### src/common/tic_cfg.svh
/*
  Offsets, field positions, reset values and timing figures for the
  input timing control block. Assumes inclusion by bare name from the
  package and the design files.
*/
`ifndef TIC_CFG_SVH
`define TIC_CFG_SVH

`define TIC_CTRL_ADDR        14'h0000
`define TIC_CTRL_RESET       16'h0000
`define TIC_CTRL_RSVD_MASK   16'h3FFF

`define TIC_BIT_PLL_EN       13
`define TIC_BIT_MODE_HI      12
`define TIC_BIT_MODE_LO      11
`define TIC_BIT_LOOPBACK     10
`define TIC_BIT_FP_POS       9
`define TIC_BIT_EDGE_SEL     8
`define TIC_BIT_FP_POL       7
`define TIC_BIT_RATE_HI      6
`define TIC_BIT_RATE_LO      5

`define TIC_CLK_PERIOD_NS    40
`define TIC_FP_WIDTH_16M_NS  61
`define TIC_FP_WIDTH_8M_NS   122
`define TIC_FP_WIDTH_4M_NS   244
`define TIC_FP_EDGES         3'h1
`define TIC_FP_CNT_MAX       3'h7

`endif

### src/common/tic_pkg.sv
/*
  Types shared by the input timing control block.
  Assumes the constants header is on the include path.
*/
`include "tic_cfg.svh"

package tic_pkg;

  typedef enum logic [1:0] {
    TIC_MODE_MASTER     = 2'b00,
    TIC_MODE_SLAVE      = 2'b01,
    TIC_MODE_MASTER_ALT = 2'b10,
    TIC_MODE_SLAVE_ALT  = 2'b11
  } tic_opmode_type;

  typedef enum logic [1:0] {
    TIC_RATE_16M = 2'b00,
    TIC_RATE_8M  = 2'b01,
    TIC_RATE_4M  = 2'b10,
    TIC_RATE_RSV = 2'b11
  } tic_rate_type;

  typedef struct packed {
    logic        sel;
    logic        wr;
    logic        rd;
    logic [13:0] addr;
    logic [15:0] wdata;
  } tic_host_req_type;

  typedef struct packed {
    logic         masterMode;
    logic         pllEnable;
    logic         lowOutputsFromInput;
    logic         highOutputsFromRef;
    logic         loopbackActive;
    logic         frameBoundary;
    logic         widthError;
    logic         rateReserved;
    tic_rate_type rateSelect;
    logic [7:0]   frameWidthNs;
  } tic_timing_type;

  typedef struct packed {
    logic [15:0]    ctrl;
    logic [15:0]    rdata;
    logic           clkPrev;
    logic           fpPrev;
    logic [2:0]     fpEdges;
    tic_timing_type timing;
  } tic_state_type;

  typedef struct packed {
    logic s1;
    logic s2;
    logic s3;
    logic level;
  } tic_sync_type;

endpackage

### src/rtl/tic_input_timing.sv
/*
  Device control register and input timing front end of the TDM switch:
  host register access, mode decode, loopback selection and frame
  boundary detection on the sampled input clock and frame pulse.
  Assumes a synchronous host port on clk_sys and timing pins that are
  asynchronous to it.
*/
// How it works
// - Slave PLL enable low keeps the PLL off in slave mode.
// - Slave PLL enable and oscillator enable both high run the PLL in slave mode.
// - PLL running in slave: high output clocks and pulse lock to selected reference.
// - Two-bit operation mode field picks master or slave operation.
// - Loopback low: input clock and frame pulse come from the pins.
// - Loopback high in master: output clock two and pulse two feed the input.
// - Position field: zero pulse straddles boundary, one pulse starts at it.
// - Edge field picks falling (zero) or rising (one) input clock edge.
// - Polarity field sets the active level of the input frame pulse.
`timescale 1ns/1ns
`default_nettype none
`include "tic_cfg.svh"

module tic_input_timing (
  input  wire logic                      clk_sys,
  input  wire logic                      rst_n,
  input  wire tic_pkg::tic_host_req_type hostReq,
  output var  logic [15:0]               hostRdata,
  input  wire logic                      oscillatorEnable,
  input  wire logic                      inputClock,
  input  wire logic                      inputFramePulse,
  input  wire logic                      outputClockTwo,
  input  wire logic                      outputFramePulseTwo,
  output var  tic_pkg::tic_timing_type   timing
);
  import tic_pkg::*;

  tic_state_type  st_reg;
  tic_state_type  st_next;
  logic           pinClk;
  logic           pinFp;
  logic           loopClk;
  logic           loopFp;

  tic_pin_sync uSyncClk (
    .clk_sys (clk_sys),
    .rst_n   (rst_n),
    .pinIn   (inputClock),
    .level   (pinClk)
  );

  tic_pin_sync uSyncFp (
    .clk_sys (clk_sys),
    .rst_n   (rst_n),
    .pinIn   (inputFramePulse),
    .level   (pinFp)
  );

  // Loopback sources run at 16.384 MHz against a 25 MHz sampler, so edges
  // seen in loopback alias; adequate for framing checks only
  tic_pin_sync uSyncLoopClk (
    .clk_sys (clk_sys),
    .rst_n   (rst_n),
    .pinIn   (outputClockTwo),
    .level   (loopClk)
  );

  tic_pin_sync uSyncLoopFp (
    .clk_sys (clk_sys),
    .rst_n   (rst_n),
    .pinIn   (outputFramePulseTwo),
    .level   (loopFp)
  );

  always_comb begin
    logic           hit;
    logic           isMaster;
    logic           pllOn;
    logic           loopOn;
    logic           selClk;
    logic           selFp;
    logic           fpActive;
    logic           edgeSeen;
    logic           boundary;
    logic           ctrlWrite;
    tic_opmode_type modeSel;
    tic_rate_type   rate;

    hit       = 1'b0;
    isMaster  = 1'b0;
    pllOn     = 1'b0;
    loopOn    = 1'b0;
    selClk    = 1'b0;
    selFp     = 1'b0;
    fpActive  = 1'b0;
    edgeSeen  = 1'b0;
    boundary  = 1'b0;
    ctrlWrite = 1'b0;
    modeSel   = TIC_MODE_MASTER;
    rate      = TIC_RATE_16M;
    st_next   = st_reg;

    // Host access: only the control register is mapped here
    if (hostReq.addr == `TIC_CTRL_ADDR) begin
      hit = hostReq.sel;
    end else begin
      hit = 1'b0;
    end
    if (hit && hostReq.wr) begin
      st_next.ctrl = hostReq.wdata & `TIC_CTRL_RSVD_MASK;
      ctrlWrite    = 1'b1;
    end
    if (hostReq.sel && hostReq.rd) begin
      st_next.rdata = hit ? (st_reg.ctrl & `TIC_CTRL_RSVD_MASK) : 16'h0000;
    end

    // Mode decode from the stored control word
    modeSel = tic_opmode_type'(st_reg.ctrl[`TIC_BIT_MODE_HI:`TIC_BIT_MODE_LO]);
    case (modeSel)
      TIC_MODE_MASTER: begin
        isMaster = 1'b1;
      end
      TIC_MODE_MASTER_ALT: begin
        isMaster = 1'b1;
      end
      default: begin
        isMaster = 1'b0;
      end
    endcase

    // PLL use matters only in slave operation
    pllOn = !isMaster && st_reg.ctrl[`TIC_BIT_PLL_EN] && oscillatorEnable;

    // Loopback is ignored in slave operation
    loopOn = isMaster && st_reg.ctrl[`TIC_BIT_LOOPBACK];
    if (loopOn) begin
      selClk = loopClk;
      selFp  = loopFp;
    end else begin
      selClk = pinClk;
      selFp  = pinFp;
    end

    // Normalise the pulse to active high
    fpActive = st_reg.ctrl[`TIC_BIT_FP_POL] ? selFp : !selFp;

    // Pick the input clock edge that marks the boundary
    if (st_reg.ctrl[`TIC_BIT_EDGE_SEL]) begin
      edgeSeen = selClk && !st_reg.clkPrev;
    end else begin
      edgeSeen = !selClk && st_reg.clkPrev;
    end
    st_next.clkPrev = selClk;

    // Straddling pulse: boundary at the edge inside it; starting pulse: at its first edge
    if (edgeSeen) begin
      if (st_reg.ctrl[`TIC_BIT_FP_POS]) begin
        boundary = fpActive && !st_reg.fpPrev;
      end else begin
        boundary = fpActive;
      end
      st_next.fpPrev = fpActive;
    end

    // Pulse width check, counted in selected clock edges
    st_next.timing.widthError = st_reg.timing.widthError && !ctrlWrite;
    if (edgeSeen) begin
      if (fpActive) begin
        if (st_reg.fpEdges != `TIC_FP_CNT_MAX) begin
          st_next.fpEdges = 3'(st_reg.fpEdges + 3'h1);
        end
      end else begin
        st_next.fpEdges = 3'h0;
        if (st_reg.fpPrev && (st_reg.fpEdges != `TIC_FP_EDGES)) begin
          st_next.timing.widthError = 1'b1;
        end
      end
    end

    // Rate select and the matching pulse width
    rate = tic_rate_type'(st_reg.ctrl[`TIC_BIT_RATE_HI:`TIC_BIT_RATE_LO]);
    st_next.timing.rateSelect   = rate;
    st_next.timing.rateReserved = 1'b0;
    case (rate)
      TIC_RATE_16M: begin
        st_next.timing.frameWidthNs = 8'(`TIC_FP_WIDTH_16M_NS);
      end
      TIC_RATE_8M: begin
        st_next.timing.frameWidthNs = 8'(`TIC_FP_WIDTH_8M_NS);
      end
      TIC_RATE_4M: begin
        st_next.timing.frameWidthNs = 8'(`TIC_FP_WIDTH_4M_NS);
      end
      default: begin
        st_next.timing.frameWidthNs = 8'h00;
        st_next.timing.rateReserved = 1'b1;
      end
    endcase

    st_next.timing.masterMode          = isMaster;
    st_next.timing.pllEnable           = pllOn;
    st_next.timing.lowOutputsFromInput = pllOn;
    st_next.timing.highOutputsFromRef  = pllOn;
    st_next.timing.loopbackActive      = loopOn;
    st_next.timing.frameBoundary       = boundary;
  end

  always_ff @(posedge clk_sys or negedge rst_n) begin
    if (!rst_n) begin
      st_reg      <= '0;
      st_reg.ctrl <= `TIC_CTRL_RESET;
    end else begin
      st_reg <= st_next;
    end
  end

  assign hostRdata = st_reg.rdata;
  assign timing    = st_reg.timing;

endmodule // tic_input_timing

`default_nettype wire

### src/rtl/tic_pin_sync.sv
/*
  Three-stage synchroniser for one level from outside the clk_sys domain.
  Assumes the input may change at any time relative to clk_sys.
*/
`timescale 1ns/1ns
`default_nettype none

module tic_pin_sync (
  input  wire logic clk_sys,
  input  wire logic rst_n,
  input  wire logic pinIn,
  output var  logic level
);
  import tic_pkg::*;

  tic_sync_type st_reg;
  tic_sync_type st_next;

  // First stage feeds only the second; the level moves once stages two and three agree
  always_comb begin
    st_next    = st_reg;
    st_next.s1 = pinIn;
    st_next.s2 = st_reg.s1;
    st_next.s3 = st_reg.s2;
    if (st_reg.s2 == st_reg.s3) begin
      st_next.level = st_reg.s3;
    end
  end

  always_ff @(posedge clk_sys or negedge rst_n) begin
    if (!rst_n) begin
      st_reg <= '0;
    end else begin
      st_reg <= st_next;
    end
  end

  assign level = st_reg.level;

endmodule // tic_pin_sync

`default_nettype wire

### config.mk
export PLATFORM = sky130hd
export DESIGN_NAME = tic_input_timing
export DESIGN_NICKNAME = d
export VERILOG_FILES = /design/src/common/tic_pkg.sv /design/src/rtl/tic_input_timing.sv /design/src/rtl/tic_pin_sync.sv
export VERILOG_INCLUDE_DIRS = /design/src /design/src/common
export SDC_FILE = /design/constraint.sdc
export NUM_CORES = 1
export LEC_CHECK = 0
export CORE_MARGIN = 2
export CORE_UTILIZATION = 40
export CTS_CLUSTER_DIAMETER = 80
export DETAILED_ROUTE_END_ITERATION = 10
export DONT_BUFFER_PORTS = 1
export PLACE_DENSITY_LB_ADDON = 0.08
export SETUP_SLACK_MARGIN = 0.15
export SLEW_MARGIN = 40
export SYNTH_ARGS = -nofsm -noshare
export SYNTH_HDL_FRONTEND = slang
export SYNTH_SLANG_ARGS = --single-unit
export TNS_END_PERCENT = 20
### constraint.sdc
create_clock -name clk_sys -period 4.3 [get_ports clk_sys]
set_input_delay 0.215 -clock clk_sys [delete_from_list [all_inputs] [get_ports clk_sys]]
set_output_delay 0.215 -clock clk_sys [all_outputs]
set_load 0.02 [all_outputs]
-- Word-level counts from Yosys, hierarchy flattened
Index checks and enable logic that the tools add are counted.
- logic and storage cells: 79
- bits in registers: 67
- input port bits: 40
- output and inout port bits: 34
- add/subtract/negate cells: 1
- equality and inequality tests: 10
- multiplexer cells: 17
- reductions and logical operators: 22
- operators with widths (operator ; number):
    8-bit one-hot mux with 3 select lines ; 1
    14-bit logical NOT ; 1
    14-bit 2-to-1 mux ; 1
    1-bit 2-to-1 mux ; 13
    1-bit logical AND ; 10
    1-bit logical NOT ; 6
    3-bit 2-to-1 mux ; 2
    1-bit equality test ; 4
    2-bit equality test, second input constant ; 2
    2-bit logical NOT ; 2
    3-bit by 1-bit adder with 3-bit output, second input constant ; 1
    3-bit by 1-bit != test with 1-bit output, second input constant ; 1
    3-bit != test, second input constant ; 1
    3-bit OR reduction ; 1
    2-bit by 1-bit equality test with 1-bit output, second input constant ; 1
    2-bit by 1-bit != test with 1-bit output, second input constant ; 1
    2-bit AND reduction ; 1
    2-bit OR reduction ; 1

-- Logic depth before layout (Yosys ltp)
Gate-level depths: netlist of run 1.
- word-level depth: 10
- mapped depth: 6
- gate-level depth less buffers: 5

-- Cells and area by module
Synthesis of run 1 repeated with hierarchy kept, for this count alone.
- cells, all modules: 191
- area, all modules: 2626.3 µm²
- modules (own cells, without submodules) (module ; times used ; area each (µm²) ; cells an instance ; seq. area each (µm²)):
    tic_input_timing ; 1 ; 2180.8 ; 171 ; 1201.2
    tic_pin_sync ; 4 ; 111.4 ; 5 ; 100.1

-- Worst setup path before layout of run 1
Ideal clock, no wire load.
- path type: register to register
- start point: reg st_reg[50] (netlist name)
- end point: reg st_reg[20] (netlist name)
- data required time: 4.231 ns
- setup time: 0.069 ns
- path buffers: 0
- clock period less this slack: 1.712 ns
- stages on the path, launching flop included: 6
- setup slack: 2.588 ns
- arrival: 1.644 ns
- cell sequence: dfrtp_1 nand2b_4 mux2_4 mux2i_4 or4b_1 nand3_1
- RTL lines (item ; line ; RTL):
    start: declaration ; tic_input_timing.sv:36 ; tic_state_type st_reg;
    start signal: assignment ; tic_input_timing.sv:211 ; st_reg <= st_next;

==> results.md, run 1 <==
- Vias per inst: 5.06
- Die Wd: about 84 µm
- Synth Register Bits: 64
- Bufs on Longest Clock Path: 2
- CTS tree: yes
- Post-Syn Area per Cell: 13.9 µm²
- Worst skew pair latency: 0.33 ns
- CP arrival: roughly 2.1 ns
- Post-synth EDFFs: 0
- Req. time, crit path: 4.56 ns
- Most frequent cells in the layout: dfrtp_1 (64), mux2_2 (15), a22o_1 (14)
- Diode count: 0
- Placed Cells: 227
- Crit path max fanout: 9
- Max IR drop VDD: 0.189 mV
- Starting Density: 0.409
- First-pass GRT wire length: 6850 µm
- Synth Warn #: 0
- Startpoint types: flip-flop
- Metal2 WL: between 2000 and 2500 µm
- I/O pins: 74
- Slew headroom: 0.493
- Most common cell after layout, fill and taps aside: dfrtp_1
- Worst slew pin tran: 0.759 ns
- Wl on met1: 1700 µm
- Detail Route Antenna Nets: 0
- Synthesized area: 2580 µm²
- Min cycle time layout: 1.87 ns
- Max_cap viols: 0
- Die area: a little over 7000 µm²
- Number of I/O port buffers: 0
- Layout Area Growth over Synthesis: 3.73%
- Highest routed metal layer: met4
- Sequential element share of the synthesized area: 0.620
- Syn Inst Count: 186
- Clk root buf: clkbuf_8
- Setup Skew: 0.00450 ns
- Largest net degree at the start of global routing: 65
- Vias: approximately 1300
- CTS H-Tree Depth: 3
- Filler cells: 608
- Overall global routing resource usage: 0.128
- Fin crit share: 0.434
- Final net count: about 210
- CTS Buf Count: 9
- Clk sinks: 64
- CP Capture Type: flip-flop
- Setup Buffers After CTS: 0
- Max Clock Freq: around 0.54 GHz
- Fraction of layout cells with a size suffix above 1: 0.221
- Die Y: 84.4 µm
- Post-DP HPWL: 2760 µm
- FFs w/ async S/R, synth: 1.00
- Std-Cell Rows: 29
- Synth Flop Type: dfrtp_1
- Outcome: finished clean
- Initial DRC count: slightly below 60
- Initial antenna violation count: 0
- Vias in the first global route: 1332
- Worst-path clk slew: ~0.07 ns
- Final instance count without filler cells: around 250
- Worst Path Class, Setup: flip-flop to flip-flop
- Placer Congestion: roughly 0.67
- Distinct cells, synth: 34
- Min Hold Slack: 0.0330 ns
- Core Box Area: 6310 µm²
- Final-report hold violation count: 0
- DRC: 0
- Unrepaired setup endpoints after global routing: no
- Routed length per instance: around 16 µm
- Gr ovfl total: 0
- Final slew viol count: 0
- Leakage Power: about 1.3 nW
- Final Setup Violations: 0
- Met3 wire length: roughly 260 µm
- Flip-flop count of the largest register after layout: 17
- Worst min-delay path class: input port to flip-flop
- Pwr dens: 440 nW/µm²
- Routed Wire Length: 4090 µm
- DRT Pass-1 Iters: 4
- Post-Route Setup TNS: 0 ns
## report_power, final
part | total (mW) | switching, mW | internal [mW]
Clock | 0.467 | 0.210 | 0.256
Sequential | 0.643 | 0.0184 | 0.625
Combinational | 0.0688 | 0.0368 | 0.0320
## through the flow
| stage | setup slack, ns | area [µm²] | total power, mW | utilization |
|---|---|---|---|---|
| after detailed placement | 2.41 | 2420 | 0.706 | 0.383 |
| after floorplan | 2.59 | 2590 | 0.694 | - |
| after global placement | 2.41 | 2410 | 0.700 | 0.382 |
| after global routing | 2.36 | 2680 | 1.24 | 0.424 |
| after CTS | 2.42 | 2680 | 1.20 | 0.424 |
| final | 2.43 | 2680 | 1.18 | 0.424 |
## final timing paths
path	startpoint	endpoint	slack (ns)	cells after the start
hold / removal	hostReq[3]	st_reg[42]	0.03	1
max in group asynchronous	rst_n	st_reg[20]	3.61	2
hold reg to reg	uSyncLoopFp.st_next[2]	uSyncLoopFp.st_next[1]	0.35	0
min in group asynchronous	rst_n	timing[11]	0.43	2
setup reg to reg	st_reg[50]	st_reg[20]	2.43	5
setup / recovery	st_reg[50]	st_reg[20]	2.43	5
## worst max-delay path, cell delays in order, from the launching register on
cell and delay, ns:
dfrtp_1 0.43, nand2b_4 0.19, mux2_4 0.33, mux2i_4 0.23
or4b_1 0.52, nand3_1 0.10
## metal layers
metal / up-vias / global-route usage
met1: 640 / 0.155
met2: 41 / 0.196
met3: 9 / 0.0462
li1: 569 / -
met5: - / 0
met4: 0 / 0.0779
## synth_stat cells (2+ instances only)
cell type	count	share of area
ha_1	7	0.034
dfrtp_1	64	0.62
nor2_1	4	0.0058
nor4_1	2	0.0048
nand2_1	5	0.0073
buf_2	2	0.0039
mux2_2	15	0.065
a22o_1	14	0.047
nand3_1	7	0.014
inv_1	6	0.0087
buf_4	34	0.099
maj3_1	4	0.015
## repair_timing
action | in CTS | in global routing
endpoints found under the hold margin | 68 | 0
hold buffers | 6 | 0
gates resized for setup | 0 | 0
## logic make-up (layout without fill, tap and decap cells)
group	count (synthesis)	in the layout	share of synthesized area
compound gates	18	18	0.0591
xor+xnor	2	2	0.00678
fa+ha+maj	11	11	0.0494
buf+inv	43	28	0.113
flops	64	64	0.620
mux	18	18	0.0838
other cells	1	2	0.00145
simple gates	29	29	0.0668
## cell type report
cell class              count  area [µm²]  area share
flip-flops and latches     64        1600       0.598
multi-input cells          80         697       0.260
clock buffers              14         173      0.0644
well taps                  77        96.3      0.0359
repair buffers              6        77.6      0.0289
inverters                   6        22.5     0.00840
clock inverters             2        12.5     0.00467
No activity file was read; power rests on OpenSTA's default activity.
==> inputs of run 2 (changes only) <==
- clock period: 4.3 -> 1.7 ns (I/O delays scaled with it)
==> run 2 against run 1 <==
  * The flow now finishes with violations (negative hold slack)
  * Hold slack got worse by 0.60 ns
  * Design area increased by 11%
  * Sequential share of layout area decreased by 6.0 points
  * Sequential power increased to 2.5 times the previous value
  * Register-to-register slack got worse by 2.4 ns
  * Count of clock-buffer cells in the layout decreased by 4
  * First-iteration DRC count increased by 33%
  * Critical path depth unchanged
  * Flip-flop and latch count unchanged
  * Global-route usage increased by 0.52 points
  * Non-clock buffer count increased by 24
  * Largest cell class unchanged
  * Largest power group unchanged
  * Highest routed layer unchanged
==> results.md, run 2 (synthesis results as in run 1) <==
- Outcome: finished with violations
- Failing checks: negative hold slack
- Most common cell after layout, fill and taps aside: dfrtp_1
- Worst Path Class, Setup: flip-flop to flip-flop
- DRT Pass-1 Iters: 4 (unchanged)
- Max Clock Freq: 0.592 GHz (+10%)
- Leakage Power: 1.41 nW (+11%)
- Core Box Area: 6310 µm² (unchanged)
- Final net count: 238 (+11%)
- Setup Skew: 0.00738 ns (+0.00288 ns)
- Min cycle time layout: 1.69 ns (-0.176 ns)
- CTS Buf Count: 9 (unchanged)
- Vias per inst: 4.95 (-2.2%)
- Post-DP HPWL: 2820 µm (+2.2%)
- Die area: 7120 µm² (unchanged)
- Final Util: 0.472 (+0.0472)
- Combinational power share: 0.054 (-0.004)
- Placed Cells: 235 (+3.5%)
- Final-report hold violation count: 64 (+64)
- Max_cap viols: 0 (unchanged)
- Switching Share: 0.209 (-0.0165)
- Fin crit share: 0.994 (+0.560)
- Initial DRC count: 77 (+33%)
- CP max stage delay: 0.50 ns (-0.02 ns)
- Worst path cell trace: nand2b_4 > mux2_4 > mux2i_4 > or4b_1 > nand3_1
- Clk root buf: clkbuf_8
- Final Setup Violations: 0 (unchanged)
- Gr ovfl total: 0 (unchanged)
- Largest net degree at the start of global routing: 65 (unchanged)
- Worst slew pin tran: 0.537 ns (-0.222 ns)
- Bufs on Longest Clock Path: 2 (unchanged)
- CTS H-Tree Depth: 3 (unchanged)
- Flip-flop count of the largest register after layout: 17 (unchanged)
- Flop pwr share: 0.476 (-0.070)
- Vias in the first global route: 1458 (+9.5%)
- Final instance count without filler cells: 273 (+9.6%)
- Vias: 1350 (+7.2%)
- Die Y: 84.4 µm (unchanged)
- Unrepaired setup endpoints after global routing: yes
- Placed Area: 2470 µm² (+2.4%)
- Req. time, crit path: 1.97 ns (-2.59 ns)
- Startpoint types: flip-flop
- I/O pins: 74 (unchanged)
- Worst min-delay path class: input port to asynchronous set/reset pin
- Initial antenna violation count: 0 (unchanged)
- Clock power frac: 0.470 (+0.074)
- First-pass GRT wire length: 7200 µm (+5.0%)
- Slew headroom: 0.642 (+0.150)
- Clk sinks: 64 (unchanged)
- Diode count: 0 (unchanged)
- Int Pwr: 2.71 mW (+200%)
- Hold-fix buffers, CTS: 19 (+13)
- Die Wd: 84.4 µm (unchanged)
- Final slew viol count: 0 (unchanged)
- DRC: 0 (unchanged)
- Detail Route Antenna Nets: 0 (unchanged)
- Min Hold Slack: -0.565 ns (-0.598 ns)
- Routed Wire Length: 4300 µm (+5.1%)
- Worst skew pair latency: 0.34 ns (about the same)
- Starting Density: 0.409 (unchanged)
- Fraction of layout cells with a size suffix above 1: 0.276 (+0.0546)
- Max IR drop VDD: 0.587 mV (+210%)
- Final Cell Area: 2980 µm² (+11%)
- P_sw: 717 µW (+170%)
- Routed length per instance: 15.8 µm (-4.2%)
- Overall global routing resource usage: 0.133 (+0.00520)
- Layout Area Growth over Synthesis: 15.3%
- Worst-path clk slew: 0.08 ns (about the same)
- Filler cells: 600 (-1.3%)
- Std-Cell Rows: 29 (unchanged)
- CP Capture Type: flip-flop
- Number of I/O port buffers: 0 (unchanged)
- Most frequent cells in the layout: dfrtp_1 (64), dlygate4sd3_1 (19), mux2_2 (15)
- CTS tree: yes
- Placer Congestion: 0.680 (+1.8%)
- CP arrival: 1.96 ns (-0.17 ns)
- Pwr dens: 1150 nW/µm² (+160%)
- CP max stage cell: or4b_1
- Crit path max fanout: 4 (-5)
==> run 2: cell count changes in the layout (fill, tap and decap cells not counted), sizes merged <==
cell,change
dlygate4sd3,+14
buf,+10
clkbuf,-4
bufinv,+3
inv,+1
==> run 2: power groups by stage <==
stage,combinational (mW),sequential (mW),clock [mW]
after floorplan,0.116,1.64,0
after global placement,0.129,1.65,0
after detailed placement,0.136,1.66,0
after CTS,0.174,1.63,1.67
after global routing,0.210,1.64,1.74
final,0.185,1.63,1.61
==> run 2: stage by stage <==
stage	worst slack (ns)	power, mW	setup TNS [ns]
finish	0.00989	3.43	0
global route	-0.0376	3.59	-0.0459
floorplan	0.00230	1.76	0
detailed placement	0.0261	1.79	0
global placement	0.0426	1.78	0
CTS	-0.00118	3.47	-0.00118
==> run 2: cell type report <==
| cell class | count | area (µm²) | area share |
|---|---|---|---|
| Sequential cell | 64 | 1600 | 0.538 |
| Multi-Input combinational cell | 80 | 732 | 0.246 |
| Timing Repair Buffer | 30 | 273 | 0.0916 |
| Clock buffer | 10 | 138 | 0.0462 |
| Clock inverter | 6 | 115 | 0.0387 |
| Tap cell | 77 | 96.3 | 0.0324 |
| Inverter | 6 | 22.5 | 0.00756 |
==> run 2: per-layer routing <==
metal / part of all wire / track usage / vias to the layer above
li1: - / - / 613
met4: 0.038 / 0.0981 / 0
met3: 0.064 / 0.0442 / 13
met5: 0 / 0 / -
met1: 0.41 / 0.161 / 675
met2: 0.49 / 0.198 / 49
==> run 2: worst paths after layout <==
path	startpoint	slack, ns	endpoint	cells after the start
min in group clk_sys	hostReq[32]	0.26	hostRdata[5]	2
worst max-delay path	st_reg[50]	0.01	st_reg[20]	5
worst min register to register	uSyncLoopFp.st_next[2]	0.35	uSyncLoopFp.st_next[1]	0
max in group asynchronous	rst_n	2.13	st_reg[43]	0
worst min-delay path	rst_n	-0.57	timing[2]	0
worst max register to register	st_reg[50]	0.01	st_reg[20]	5
==> run 2: what timing repair did <==
| item | CTS | global route |
|---|---|---|
| setup endpoints to repair | 5 | 6 |
| pin swaps | 1 | 1 |
| endpoints found under the hold margin | 83 | 64 |
| gates resized for setup | 2 | 4 |
| gates cloned | 0 | 0 |
| buffers inserted | 1 | 2 |
==> run 2: worst max-delay path, delay by kind of cell (launching register included) <==
family | cells | cell delay [ns]
AND/OR/NAND/NOR | 3 | 0.73
flip-flops | 1 | 0.38
multiplexers | 2 | 0.52
==> inputs of run 3 (changes only) <==
- MAX_ROUTING_LAYER: not set -> met4
==> run 3 against run 2 <==
  * The flow still finishes with violations (negative hold slack)
  * Via count unchanged
  * Routed wire length down 0.14%
  * Non-clock buffer count unchanged
  * Largest cell class unchanged
==> results.md, run 3 (synthesis results as in run 1) <==
- Diode count: 0 (unchanged)
- Setup slack after layout: 0.0109 ns (+0.00101 ns)
- Final Setup Violations: 0 (unchanged)
- Setup Skew: 0.00738 ns (+0.0000000600 ns)
- Post-DP HPWL: 2820 µm (unchanged)
- Vias per inst: 4.95 (unchanged)
- Die Y: 84.4 µm (unchanged)
- Min Hold Slack: -0.565 ns (-0.00000400 ns)
- CP Capture Type: flip-flop
- Bufs on Longest Clock Path: 2 (unchanged)
- Slew headroom: 0.642 (about the same)
- Most common cell after layout, fill and taps aside: dfrtp_1
- Fin crit share: 0.994 (about the same)
- Most frequent cells in the layout: dfrtp_1 (64), dlygate4sd3_1 (19), mux2_2 (15)
- Gr ovfl total: 0 (unchanged)
- Req. time, crit path: 1.97 ns (about the same)
- Reg2Reg Setup Slack: 0.01 ns (about the same)
- Max IR drop VDD: 0.587 mV (about the same)
- Vias: 1350 (unchanged)
- Initial antenna violation count: 0 (unchanged)
- Final-report hold violation count: 64 (unchanged)
- I/O pins: 74 (unchanged)
- DRC: 0 (unchanged)
- Routed Wire Length: 4300 µm (-0.14%)
- Std-Cell Rows: 29 (unchanged)
- Worst skew pair latency: 0.34 ns (about the same)
- Placer Congestion: 0.686 (+1.0%)
- Layout Area Growth over Synthesis: 15.3% (unchanged)
- CTS Buf Count: 9 (unchanged)
- Unrepaired setup endpoints after global routing: yes
- Register Area: 1600 µm² (unchanged)
- Outcome: finished with violations
- Final net count: 238 (unchanged)
- Post-Route Setup TNS: 0 ns (unchanged)
- Hold-fix buffers, CTS: 19 (unchanged)
- CTS H-Tree Depth: 3 (unchanged)
- Startpoint types: flip-flop
- Worst min-delay path class: input port to asynchronous set/reset pin
- Overall Power: 3.43 mW (about the same)
- Crit path max fanout: 4 (unchanged)
- Detail Route Antenna Nets: 0 (unchanged)
- Die Wd: 84.4 µm (unchanged)
- Die area: 7120 µm² (unchanged)
- CP arrival: 1.96 ns (about the same)
- Filler cells: 600 (unchanged)
- Vias in the first global route: 1463 (+0.34%)
- Final slew viol count: 0 (unchanged)
- DRT Pass-1 Iters: 4 (unchanged)
- Max_cap viols: 0 (unchanged)
- Min cycle time layout: 1.69 ns (-0.00101 ns)
- Number of I/O port buffers: 0 (unchanged)
- Clk sinks: 64 (unchanged)
- First-pass GRT wire length: 7190 µm (about the same)
- Routed length per instance: 15.7 µm (-0.14%)
- Initial DRC count: 79 (+2.6%)
- Overall global routing resource usage: 0.137 (+0.00408)
- Pre-CTS WS: 0.0261 ns (unchanged)
- CTS tree: yes
- Failing checks: negative hold slack
- Starting Density: 0.409 (unchanged)
- Worst-path clk slew: 0.08 ns (about the same)
- Worst slew pin tran: 0.537 ns (+0.00000119 ns)
- Clk root buf: clkbuf_8
- Multi-input gate area: 732 µm² (unchanged)
- Core Box Area: 6310 µm² (unchanged)
- Flip-flop count of the largest register after layout: 17 (unchanged)
- Worst Path Class, Setup: flip-flop to flip-flop
- Pwr dens: 1150 nW/µm² (about the same)
- Largest net degree at the start of global routing: 65 (unchanged)
- Leakage Power: 1.41 nW (unchanged)
- Fraction of layout cells with a size suffix above 1: 0.276 (unchanged)
- Max Clock Freq: 0.592 GHz (about the same)
==> run 3: cell counts in the layout (fill, tap and decap cells not counted) <==
Identical to the previous run, type by type.
==> run 3: critical path: stages, from the launching register on <==
cell      delay [ns]
dfrtp_1         0.38
nand2b_4        0.15
mux2_4          0.32
mux2i_4         0.20
or4b_1          0.50
nand3_1         0.08
==> run 3: layer usage <==
layer / vias up / GRT usage / part of all wire
met5: - / - / 0
met4: 0 / 0.107 / 0.038
met3: 13 / 0.0354 / 0.060
met2: 49 / 0.198 / 0.49
met1: 675 / 0.163 / 0.41
li1: 613 / - / -
==> run 3: final cells by class <==
| cell class | count | area share |
|---|---|---|
| Clock inverter | 6 | 0.0387 |
| Clock buffer | 10 | 0.0462 |
| Multi-Input combinational cell | 80 | 0.246 |
| Timing Repair Buffer | 30 | 0.0916 |
| Sequential cell | 64 | 0.538 |
| Inverter | 6 | 0.00756 |
| Tap cell | 77 | 0.0324 |
==> run 3: final timing paths <==
kind,startpoint,end,cells past startpoint
max,st_reg[50],st_reg[20],5
min in group clk_sys,hostReq[32],hostRdata[5],2
max in group asynchronous,rst_n,st_reg[43],0
min reg2reg,uSyncLoopFp.st_next[2],uSyncLoopFp.st_next[1],0
max reg2reg,st_reg[50],st_reg[20],5
min,rst_n,timing[2],0
==> run 3: what timing repair did <==
action,CTS,global route
gates cloned,0,0
endpoints found under the setup margin,5,6
pin swaps,1,1
buffers inserted,1,2
resized for setup,2,4
hold endpoints to repair,83,64
==> run 3: report_power, final <==
| part | switching [mW] | internal [mW] | total [mW] |
|---|---|---|---|
| Combinational | 0.0743 | 0.111 | 0.185 |
| Clock | 0.590 | 1.02 | 1.61 |
| Sequential | 0.0522 | 1.58 | 1.63 |
==> run 3: stage by stage <==
stage,hold WS (ns),utilization,std cells,area (µm²)
floorplan,-0.211,-,187,2590
global placement,-0.209,0.392,235,2470
detailed placement,-0.209,0.392,235,2470
CTS,-0.587,0.465,271,2940
global route,-0.595,0.472,273,2980
finish,-0.565,0.472,273,2980
